--- src/common/ahts_consts.vh ---
// Constants of the hardware-trigger converter sequencer: register map, fields, timing.
// Assumes a 25 MHz system clock and a 32-bit AXI4-Lite register bus.
`ifndef AHTS_CONSTS_VH
`define AHTS_CONSTS_VH

// ----------------------------------------------------------------
// Register byte offsets
// ----------------------------------------------------------------
`define AHTS_OFF_MODE 4'h0
`define AHTS_OFF_CHSEL 4'h4
`define AHTS_OFF_RESULT 4'h8
`define AHTS_OFF_STATUS 4'hc

// ----------------------------------------------------------------
// Mode register fields
// ----------------------------------------------------------------
`define AHTS_MODE_ENABLE_BIT 0
`define AHTS_MODE_START_BIT 1
`define AHTS_MODE_WAIT_BIT 2
`define AHTS_MODE_SCAN_BIT 3
`define AHTS_MODE_ONESHOT_BIT 4

// ----------------------------------------------------------------
// Channel select and result fields
// ----------------------------------------------------------------
`define AHTS_CH_W 5
`define AHTS_RES_W 10
`define AHTS_CHSEL_RESET 5'h00

// ----------------------------------------------------------------
// Timing
// ----------------------------------------------------------------
`define AHTS_CLK_MHZ 25
`define AHTS_CONV_TIME_NS 1040
`define AHTS_CONV_CYCLES ((`AHTS_CONV_TIME_NS * `AHTS_CLK_MHZ) / 1000)

`endif

--- src/verilog/ahts_sequencer.v ---
// Hardware-trigger sequencer for an on-chip converter, with an AXI4-Lite register slave.
// Assumes a synchronous trigger pulse from on-chip logic and a converter core driven
// by the conv_* handshake below; the core returns its data on conv_data_in.
//
// Local design decisions: the address map and register access over AXI4-Lite.
`timescale 1ns/1ps
`include "ahts_consts.vh"

module ahts_sequencer (
  input wire ref_clk,
  input wire rstn,
  input wire hw_trigger,
  input wire [`AHTS_RES_W-1:0] conv_data_in,
  output reg conversion_end_interrupt,
  output wire converter_power,
  output wire [`AHTS_CH_W-1:0] conv_channel,
  output wire conv_busy,
  input wire [3:0] s_axi_awaddr,
  input wire s_axi_awvalid,
  output wire s_axi_awready,
  input wire [31:0] s_axi_wdata,
  input wire [3:0] s_axi_wstrb,
  input wire s_axi_wvalid,
  output wire s_axi_wready,
  output wire [1:0] s_axi_bresp,
  output wire s_axi_bvalid,
  input wire s_axi_bready,
  input wire [3:0] s_axi_araddr,
  input wire s_axi_arvalid,
  output wire s_axi_arready,
  output wire [31:0] s_axi_rdata,
  output wire [1:0] s_axi_rresp,
  output wire s_axi_rvalid,
  input wire s_axi_rready
);

  // ----------------------------------------------------------------
  // States
  // ----------------------------------------------------------------
  localparam [1:0] ST_STOP = 2'h0;
  localparam [1:0] ST_STANDBY = 2'h1;
  localparam [1:0] ST_TRIG_WAIT = 2'h2;
  localparam [1:0] ST_CONVERT = 2'h3;
  localparam [10:0] CONV_LAST = `AHTS_CONV_CYCLES - 1;

  // ----------------------------------------------------------------
  // Reset synchroniser
  // ----------------------------------------------------------------
  reg rst_meta_ff;
  reg rst_sync_ff;
  wire rst_n = rst_sync_ff;

  always @(posedge ref_clk or negedge rstn) begin
    if (!rstn) begin
      rst_meta_ff <= 1'b0;
      rst_sync_ff <= 1'b0;
    end else begin
      rst_meta_ff <= 1'b1;
      rst_sync_ff <= rst_meta_ff;
    end
  end

  // ----------------------------------------------------------------
  // AXI4-Lite slave
  // ----------------------------------------------------------------
  reg aw_held_ff;
  reg w_held_ff;
  reg [3:0] aw_addr_ff;
  reg [31:0] w_data_ff;
  reg [3:0] w_strb_ff;
  reg bvalid_ff;
  reg rvalid_ff;
  reg [31:0] rdata_ff;
  reg [1:0] bresp_ff;
  reg [1:0] rresp_ff;

  assign s_axi_awready = !aw_held_ff && !bvalid_ff;
  assign s_axi_wready = !w_held_ff && !bvalid_ff;
  assign s_axi_bvalid = bvalid_ff;
  assign s_axi_bresp = bresp_ff;
  assign s_axi_arready = !rvalid_ff;
  assign s_axi_rvalid = rvalid_ff;
  assign s_axi_rdata = rdata_ff;
  assign s_axi_rresp = rresp_ff;

  wire aw_now = aw_held_ff || (s_axi_awvalid && s_axi_awready);
  wire w_now = w_held_ff || (s_axi_wvalid && s_axi_wready);
  wire [3:0] wr_addr = aw_held_ff ? aw_addr_ff : s_axi_awaddr;
  wire [31:0] wr_data = w_held_ff ? w_data_ff : s_axi_wdata;
  wire [3:0] wr_strb = w_held_ff ? w_strb_ff : s_axi_wstrb;
  wire wr_fire = aw_now && w_now && !bvalid_ff;

  function addr_mapped;
    input [3:0] addr;
    begin
      addr_mapped = (addr == `AHTS_OFF_MODE) || (addr == `AHTS_OFF_CHSEL) ||
                    (addr == `AHTS_OFF_RESULT) || (addr == `AHTS_OFF_STATUS);
    end
  endfunction

  // Writes act only when the low byte lane is strobed; all fields live there.
  wire wr_low = wr_fire && wr_strb[0] && addr_mapped(wr_addr);
  wire mode_wr = wr_low && (wr_addr == `AHTS_OFF_MODE);
  wire chsel_wr = wr_low && (wr_addr == `AHTS_OFF_CHSEL);

  always @(posedge ref_clk or negedge rst_n) begin
    if (!rst_n) begin
      aw_held_ff <= 1'b0;
      w_held_ff <= 1'b0;
      aw_addr_ff <= 4'h0;
      w_data_ff <= 32'h0000_0000;
      w_strb_ff <= 4'h0;
      bvalid_ff <= 1'b0;
      bresp_ff <= 2'h0;
    end else begin
      if (wr_fire) begin
        aw_held_ff <= 1'b0;
        w_held_ff <= 1'b0;
        bvalid_ff <= 1'b1;
        bresp_ff <= addr_mapped(wr_addr) ? 2'h0 : 2'h2;
      end else begin
        if (s_axi_awvalid && s_axi_awready) begin
          aw_held_ff <= 1'b1;
          aw_addr_ff <= s_axi_awaddr;
        end
        if (s_axi_wvalid && s_axi_wready) begin
          w_held_ff <= 1'b1;
          w_data_ff <= s_axi_wdata;
          w_strb_ff <= s_axi_wstrb;
        end
        if (bvalid_ff && s_axi_bready) begin
          bvalid_ff <= 1'b0;
        end
      end
    end
  end

  // ----------------------------------------------------------------
  // Configuration and control registers
  // ----------------------------------------------------------------
  reg enable_ff;
  reg start_ff;
  reg wait_mode_ff;
  reg scan_mode_ff;
  reg one_shot_ff;
  reg [`AHTS_CH_W-1:0] chsel_ff;
  reg [`AHTS_RES_W-1:0] result_ff;
  reg [1:0] state_ff;
  reg [1:0] slot_ff;
  reg [10:0] cycle_ff;
  reg [1:0] nxt_state;
  reg [1:0] nxt_slot;
  reg nxt_start;
  reg restart;

  wire [7:0] wb = wr_data[7:0];
  wire wr_enable = wb[`AHTS_MODE_ENABLE_BIT];
  wire wr_start = wb[`AHTS_MODE_START_BIT];
  wire converting = (state_ff == ST_CONVERT);
  wire conv_done = converting && (cycle_ff == CONV_LAST);
  wire last_slot = !scan_mode_ff || (slot_ff == 2'h3);

  // Mode fields are taken only while the unit is disabled; a conversion kept going by a start write with enable clear can still see them move.
  wire cfg_open = !enable_ff;
  wire restart_abort = converting && (hw_trigger || chsel_wr || mode_wr);

  always @* begin
    nxt_state = state_ff;
    nxt_slot = slot_ff;
    nxt_start = start_ff;
    restart = 1'b0;
    if (mode_wr) begin
      nxt_start = wr_start && (wr_enable || enable_ff) && enable_ff;
    end
    case (state_ff)
      ST_STOP: begin
        nxt_start = 1'b0;
        if (mode_wr && wr_enable) begin
          if (wb[`AHTS_MODE_WAIT_BIT]) begin
            nxt_state = ST_TRIG_WAIT;
          end else begin
            nxt_state = ST_STANDBY;
          end
        end
      end
      ST_STANDBY: begin
        if (mode_wr && !wr_enable) begin
          nxt_state = ST_STOP;
        end else if (nxt_start) begin
          nxt_state = ST_TRIG_WAIT;
        end
      end
      ST_TRIG_WAIT: begin
        if (mode_wr && !wr_enable) begin
          nxt_state = ST_STOP;
        end else if (!wait_mode_ff && !nxt_start) begin
          nxt_state = ST_STANDBY;
        end else if (hw_trigger && (wait_mode_ff || start_ff)) begin
          nxt_state = ST_CONVERT;
          nxt_slot = 2'h0;
          nxt_start = 1'b1;
          restart = 1'b1;
        end
      end
      ST_CONVERT: begin
        if (mode_wr && !wr_start) begin
          nxt_start = 1'b0;
          if (wait_mode_ff) begin
            nxt_state = ST_TRIG_WAIT;
          end else begin
            nxt_state = ST_STANDBY;
          end
        end else if (hw_trigger || chsel_wr || mode_wr) begin
          nxt_slot = 2'h0;
          restart = 1'b1;
        end else if (conv_done) begin
          restart = 1'b1;
          if (!last_slot) begin
            nxt_slot = slot_ff + 2'h1;
          end else if (!one_shot_ff) begin
            nxt_slot = 2'h0;
          end else if (wait_mode_ff) begin
            nxt_start = 1'b0;
            nxt_state = ST_STOP;
            restart = 1'b0;
          end else begin
            nxt_state = ST_TRIG_WAIT;
            restart = 1'b0;
          end
        end
      end
      default: begin
        nxt_state = ST_STOP;
      end
    endcase
  end

  always @(posedge ref_clk or negedge rst_n) begin
    if (!rst_n) begin
      enable_ff <= 1'b0;
      start_ff <= 1'b0;
      wait_mode_ff <= 1'b0;
      scan_mode_ff <= 1'b0;
      one_shot_ff <= 1'b0;
      chsel_ff <= `AHTS_CHSEL_RESET;
      result_ff <= {`AHTS_RES_W{1'b0}};
      state_ff <= ST_STOP;
      slot_ff <= 2'h0;
      cycle_ff <= 11'h000;
      conversion_end_interrupt <= 1'b0;
    end else begin
      state_ff <= nxt_state;
      slot_ff <= nxt_slot;
      start_ff <= nxt_start;
      if (mode_wr) begin
        enable_ff <= wr_enable;
        if (cfg_open) begin
          wait_mode_ff <= wb[`AHTS_MODE_WAIT_BIT];
          scan_mode_ff <= wb[`AHTS_MODE_SCAN_BIT];
          one_shot_ff <= wb[`AHTS_MODE_ONESHOT_BIT];
        end
      end
      if (chsel_wr) begin
        chsel_ff <= wr_data[`AHTS_CH_W-1:0];
      end
      // Earlier aborts never reach conv_done; an abort on the last cycle is masked by restart_abort, so partial data is dropped.
      conversion_end_interrupt <= conv_done && !restart_abort;
      if (conv_done && !restart_abort) begin
        result_ff <= conv_data_in;
      end
      if (restart || !converting) begin
        cycle_ff <= 11'h000;
      end else begin
        cycle_ff <= cycle_ff + 11'h001;
      end
    end
  end

  // ----------------------------------------------------------------
  // Converter side and read path
  // ----------------------------------------------------------------
  // In scan mode the select field names the first of four adjacent channels.
  assign conv_channel = scan_mode_ff ? (chsel_ff + {3'h0, slot_ff}) : chsel_ff;
  assign conv_busy = converting;
  // Wait mode powers the converter only while converting; no-wait keeps it up in every state except stop.
  assign converter_power = wait_mode_ff ? converting : (state_ff != ST_STOP);

  function [31:0] read_word;
    input [3:0] addr;
    begin
      case (addr)
        `AHTS_OFF_MODE: read_word = {27'h0, one_shot_ff, scan_mode_ff, wait_mode_ff,
                                     start_ff, enable_ff};
        `AHTS_OFF_CHSEL: read_word = {27'h0, chsel_ff};
        `AHTS_OFF_RESULT: read_word = {22'h0, result_ff};
        `AHTS_OFF_STATUS: read_word = {28'h0, slot_ff, state_ff};
        default: read_word = 32'h0000_0000;
      endcase
    end
  endfunction

  always @(posedge ref_clk or negedge rst_n) begin
    if (!rst_n) begin
      rvalid_ff <= 1'b0;
      rdata_ff <= 32'h0000_0000;
      rresp_ff <= 2'h0;
    end else if (s_axi_arvalid && s_axi_arready) begin
      rvalid_ff <= 1'b1;
      rdata_ff <= read_word(s_axi_araddr);
      rresp_ff <= addr_mapped(s_axi_araddr) ? 2'h0 : 2'h2;
    end else if (rvalid_ff && s_axi_rready) begin
      rvalid_ff <= 1'b0;
    end
  end

endmodule

--- config.mk ---
export PLATFORM = sky130hd
export DESIGN_NAME = ahts_sequencer
export DESIGN_NICKNAME = d
export VERILOG_FILES = /design/src/verilog/ahts_sequencer.v
export VERILOG_INCLUDE_DIRS = /design/src /design/src/common
export SDC_FILE = /design/constraint.sdc
export NUM_CORES = 1
export LEC_CHECK = 0
export ABC_CLOCK_PERIOD_IN_PS = 2300
export BUFFER_PORTS_ARGS = -buffer_cell sky130_fd_sc_hd__buf_2
export CAP_MARGIN = 20
export CORE_ASPECT_RATIO = 1.1
export CORE_MARGIN = 5
export CORE_UTILIZATION = 51
export CTS_CLUSTER_DIAMETER = 30
export CTS_CLUSTER_SIZE = 40
export DETAILED_ROUTE_END_ITERATION = 7
export GPL_ROUTABILITY_DRIVEN = 0
export MAX_ROUTING_LAYER = met4
export PLACE_DENSITY = 0.82
export RECOVER_POWER = 25
export SLEW_MARGIN = 20
export SYNTH_ARGS = -nofsm -noshare
export SYNTH_HDL_FRONTEND = slang
export SYNTH_SLANG_ARGS = --single-unit
--- constraint.sdc ---
create_clock -name ref_clk -period 2.3 [get_ports ref_clk]
set_input_delay 0.345 -clock ref_clk [delete_from_list [all_inputs] [get_ports ref_clk]]
set_output_delay 0.345 -clock ref_clk [all_outputs]
set_load 0.02 [all_outputs]
==> metrics, run 1 <==
synth top area cells=dfrtp_1, mux2_2, buf_4; area share of the largest cell type after synthesis=48.2%; final period utilization=98.0%; worst slack, placed=-0.00460 ns; syn avg cell area=11.1 um2; ys flop type=dfrtp_1; status=completed; Final HPWL DP=approximately 5.5 mm; Worst Skew=0.00926 ns; CTS tree=yes; starting DRC count in detailed routing=182; area grow syn2layout=20.4%; Final Hold Viols=0; Syn Inst Count=300; vias=2512; register bit total from synthesis=64; Final setup viols=0; Leak Pwr=1.93 nW; DRC=0; Yosys top cell by area=dfrtp_1; unrepaired setup endpoints after global routing=yes; H-tree lvl count=3; WL final=between 7 and 8 mm; CTS Buf Count=9; Die Wd=87.0 um; CP max FO=11; final core occ=63.9%; crit path DAT=~2.5 ns; CP max stage delay=0.38 ns; port bufs=56; root buffer selected by CTS=clkbuf_8; Syn Std Cell Area=3330 um2; pin count of the biggest net entering global routing=35; worst path required time=2.52 ns; Reg clk slew, reported paths=0.07 ns; grt ovf=0; Initial Utilization=a little over half; min Tclk post-route=2.25 ns; row cnt=30; Skew-Pair Late Insertion Delay=0.34 ns; diode count=0; Ports=111; crit path buf inv count=2; Seq/Total Area, Yosys=roughly half; power density of the placed cells=1080 nW/um2; number of synthesized flops with an enable pin=0; FFs w/ async S/R, synth=100%; Core Area=6270 um2; Crit. End Element=register; Max Root-Sink Buffers=2; share of cells above drive strength 1=37.0%; Slew headroom=21.1%; Most Frequent Cell on Critical Path=buf_4; vias in the first global route=2530; Tightest Pin Transition=1.18 ns; DR pass1 iterations=4; Critical-path top delay cell=dfrtp_1; Synth cell types=51; Nets=approximately 450; CP Launch Type=register; peak supply drop=0.000596 V; initial antenna violation count=0; worst hold-check path type=primary input to register; Setup WS post-layout=0.0453 ns; critical path class=register to register; crit-path cells=buf_4 -> nor2_2 -> nor3b_4 -> buf_4 -> a31o_2 -> a211o_1 -> o22ai_2 -> mux2_2; Antenna Nets Post-Route=0; first-pass GRT wire length=12.2 mm; Slew Viols, Final=0; GRT Resource Usage Total=19.7%; Die Area=8240 um2; synth warn=0; CTS Sinks=64; die height=94.7 um; Max Clk Rate=0.444 GHz; wire per inst=16.3 um; Vias/cell=5.41; CP delay by family, top=compound AO/OA/AOI/OAI gates; max_cap viols=0
-- kinds of logic (layout without fill, tap and decap cells) --
logic type,count (synthesis),in the layout,share of synthesized area (%)
AO/OA/AOI/OAI,50,50,11.0
buffers and inverters,44,105,8.20
flip-flops,64,64,48.2
XOR/XNOR,12,12,3.16
AND/OR/NAND/NOR,82,82,12.0
adder cells (fa/ha/maj),8,8,3.16
other,2,25,0.226
multiplexers,38,38,14.1
-- metal layers --
metal	up-vias	GRT usage, %	wire length [um]	part of all wire (%)
met1	1240	23.1	3040	40
met5	-	-	0	0
met3	21	4.54	398	5.3
met2	81	32.4	3970	52
met4	0	8.70	162	2.1
li1	1170	-	-	-
-- placed cells by master (no fill, tap or decap), types with 2 or more instances in the layout --
| cell | n |
|---|---|
| clkbuf_8 | 11 |
| mux2_2 | 27 |
| xor2_1 | 3 |
| clkbuf_1 | 3 |
| clkinv_2 | 2 |
| nor3_1 | 5 |
| nor4_1 | 2 |
| nand3b_1 | 2 |
| and3_1 | 4 |
| nand2_1 | 16 |
| a21oi_1 | 12 |
| mux2i_1 | 6 |
| buf_4 | 21 |
| inv_1 | 10 |
| conb_1 | 25 |
| nand3_1 | 6 |
| buf_2 | 54 |
| ha_1 | 5 |
| nor2b_1 | 3 |
| xnor2_1 | 8 |
| dfrtp_1 | 62 |
| mux4_2 | 4 |
| nand2b_1 | 3 |
| dfrtp_2 | 2 |
| o21ai_0 | 8 |
| a31oi_1 | 3 |
| nor2_1 | 30 |
| a22o_1 | 10 |
| o21a_1 | 2 |
-- metrics by stage --
| stage | instance area (um2) | TNS [ns] | cells | total power, mW | hold WS, ns |
|---|---|---|---|---|---|
| after detailed placement | 3670 | -0.00460 | 439 | 3.22 | 0.135 |
| after floorplan | 3410 | 0 | 323 | 2.75 | 0.0494 |
| after global routing | 4010 | -0.0730 | 464 | 4.59 | 0.184 |
| after global placement | 3670 | 0 | 439 | 3.15 | 0.132 |
| final | 4010 | 0 | 464 | 4.34 | 0.196 |
| after CTS | 3920 | 0 | 458 | 4.25 | 0.176 |
-- sequential cells by signal (all words and copies together) (netlist names), 2 cells and up --
register / count
aw_addr_ff: 4
chsel_ff: 5
cycle_ff: 11
result_ff: 10
s_axi_rdata: 10
slot_ff: 2
state_ff: 2
w_data_ff: 5
-- synthesized netlist by cell type (4+ instances only) --
master	number
a22o_1	10
xnor2_1	9
clkbuf_1	5
inv_1	11
nand2_1	17
dfrtp_1	64
mux4_2	4
mux2i_1	6
nand2b_1	4
mux2_2	27
ha_1	6
buf_4	24
nor2_1	31
a21oi_1	12
o21ai_0	9
nand3_1	6
nor3_1	5
and3_1	4
-- report_power, final --
part	total [mW]	switching (mW)	internal (mW)
combinational	1.70	0.913	0.788
clock	0.976	0.418	0.557
sequential	1.66	0.271	1.39
-- final cells by class --
cell class | instances | area [um2]
flip-flops and latches | 64 | 1600
well taps | 80 | 100
clock inverters | 3 | 40.0
fillers | 489 | 2260
inverters | 11 | 41.3
clock buffers | 13 | 159
multi-input cells | 215 | 1600
repair buffers | 78 | 462
-- final timing paths --
path,start,endpoint,slack (ns),depth (start not counted)
hold reg to reg,rst_meta_ff,rst_n,0.35,0
setup / recovery,w_held_ff,slot_ff[0],0.05,8
hold / removal,s_axi_bready,s_axi_bvalid,0.20,2
min in group asynchronous,rstn,rst_meta_ff,0.31,2
max in group asynchronous,rst_n,aw_held_ff,1.02,1
setup reg to reg,w_held_ff,slot_ff[0],0.05,8
-- what timing repair did --
action / in CTS / in global routing
pin swaps: 3 / 4
hold buffers: 1 / 0
buffers inserted: 2 / 6
resized for setup: 6 / 12
gates cloned: 0 / 0
endpoints found under the setup margin: 3 / 28
hold endpoints to repair: 2 / 0
Note: power is estimated with default switching activity, not from simulation.
==> inputs of run 2 (changes only) <==
CORE_MARGIN = default   (was 5)
CORE_UTILIZATION = 40   (was 51)
PLACE_DENSITY = 0.64   (was 0.82)
==> metrics, run 2 (same netlist as run 1, synthesis figures left out) <==
status=complete, but fails checks; violated checks=capacitance limit, slew limit; port bufs=56 (unchanged); pin count of the biggest net entering global routing=63 (+80%); Final Hold Viols=0 (unchanged); multi-input logic area=1590 um2 (-0.55%); unrepaired setup endpoints after global routing=yes; crit path DAT=1.95 ns (-0.53 ns); row cnt=34 (+13%); Skew-Pair Late Insertion Delay=0.34 ns (about the same); final period utilization=99.6% (+1.6 points); share of cells above drive strength 1=37.2% (+0.19 points); Critical-path top delay cell=dfrtp_1; H-tree lvl count=3 (unchanged); die height=97.6 um (+3.1%); Max Root-Sink Buffers=2 (unchanged); final core occ=50.3% (-14 points); Slew Viols, Final=62 (+62); CP delay by family, top=adder cells; Finished Cell Area=4030 um2 (+0.53%); DRC=0 (unchanged); worst slack, placed=0.0395 ns (+0.0441 ns); commonest non-fill, non-tap cell in the layout=dfrtp_1; placed cell areas=3710 um2 (+1.0%); diode count=0 (unchanged); Crit. End Element=output port; Die Wd=88.9 um (+2.2%); WL final=6.90 mm (-9.0%); wire per inst=14.1 um (-14%); grt ovf=0 (unchanged); Slew headroom=-0.0992% (-21 points); peak supply drop=0.000415 V (-30%); Top reg by flops=cycle_ff; Die Area=8680 um2 (+5.4%); starting DRC count in detailed routing=138 (-24%); Worst Skew=0.0147 ns (+0.00542 ns); CP Launch Type=register; Final setup viols=0 (unchanged); Leak Pwr=1.94 nW (about the same); min Tclk post-route=2.29 ns (+0.0359 ns); GRT Resource Usage Total=18.0% (-1.7 points); first-pass GRT wire length=11.4 mm (-6.0%); Tightest Pin Transition=1.50 ns (+0.318 ns); Max Clk Rate=0.437 GHz (-1.6%); vias in the first global route=2378 (-6.0%); vias=2499 (-0.52%); CP max FO=2 (-9); min-delay src=s_axi_bready; crit path buf inv count=2 (unchanged); area grow syn2layout=21.1%; CTS Sinks=64 (unchanged); max reg flops=11 (unchanged); critical path class=register to output port; Storage cell area=1600 um2 (unchanged); Initial Utilization=41.6% (-11 points); CTS Buf Count=9 (unchanged); worst path required time=1.96 ns (-0.56 ns); power density of the placed cells=1080 nW/um2 (-0.47%); Ports=111 (unchanged); Vias/cell=5.10 (-5.8%); initial antenna violation count=0 (unchanged); root buffer selected by CTS=clkbuf_8; RR Startpoint=aw_held_ff; Reg clk slew, reported paths=0.08 ns (about the same); Final HPWL DP=4.95 mm (-9.7%); DR pass1 iterations=4 (unchanged); worst hold-check path type=primary input to register; max_cap viols=1 (+1); Core Area=8000 um2 (+28%); most frequent cells in the layout=dfrtp_1, buf_2, nor2_1; FILL cells=740 (+51%); CP Launch Point=slot_ff[0]; CTS tree=yes; Setup WS post-layout=0.00945 ns (-0.0359 ns); crit-path cells=ha_2 -> inv_2 -> fa_2 -> or3_4 -> xnor2_2 -> buf_4; CP max stage delay=0.38 ns (about the same); Nets=447 (-0.22%); Antenna Nets Post-Route=0 (unchanged)
-- run 2: report_power, final --
part | internal, mW | switching [mW] | leakage, nW
Clock | 0.633 | 0.429 | 0.108
Combinational | 0.755 | 0.889 | 1.01
Sequential | 1.39 | 0.243 | 0.821
Total | 2.78 | 1.56 | 1.94
-- run 2: timing repair --
action | 4_1_cts | 5_1_grt
hold buffers | 1 | 0
setup buffers | 2 | 2
setup endpoints to repair | 3 | 27
resized for setup | 8 | 10
cloned | 0 | 1
pin swaps | 3 | 3
endpoints found under the hold margin | 2 | 0
-- run 2: final timing paths --
path	endpoint	slack, ns	cells after the start
max	conv_channel[4]	0.009	6
min	s_axi_bvalid	0.18	2
max reg2reg	state_ff[1]	0.06	6
min reg2reg	rst_n	0.36	0
max in group asynchronous	aw_held_ff	0.61	1
min in group asynchronous	rst_meta_ff	0.32	2
-- run 2: area by class of cell --
cell class | instances | share of cell area [%]
flip-flops and latches | 64 | 39.8
clock buffers | 10 | 3.42
repair buffers | 77 | 10.8
inverters | 11 | 1.03
multi-input cells | 215 | 39.5
clock inverters | 5 | 2.02
well taps | 108 | 3.36
-- run 2: metal layers --
metal | part of all wire (%) | vias up | track usage, %
li1 | - | 1172 | -
met1 | 44 | 1236 | 23.3
met2 | 50 | 72 | 27.7
met3 | 3.5 | 19 | 3.31
met4 | 2.6 | 0 | 7.69
met5 | 0 | - | -
-- run 2: through the flow --
step	hold slack [ns]	total power, mW	setup TNS [ns]	std cells
after floorplan	0.0494	2.75	0	323
after global placement	0.131	3.17	0	469
after detailed placement	0.133	3.20	0	469
after CTS	0.174	4.32	-0.0183	487
after global routing	0.159	4.61	-0.159	490
final	0.182	4.34	0	490
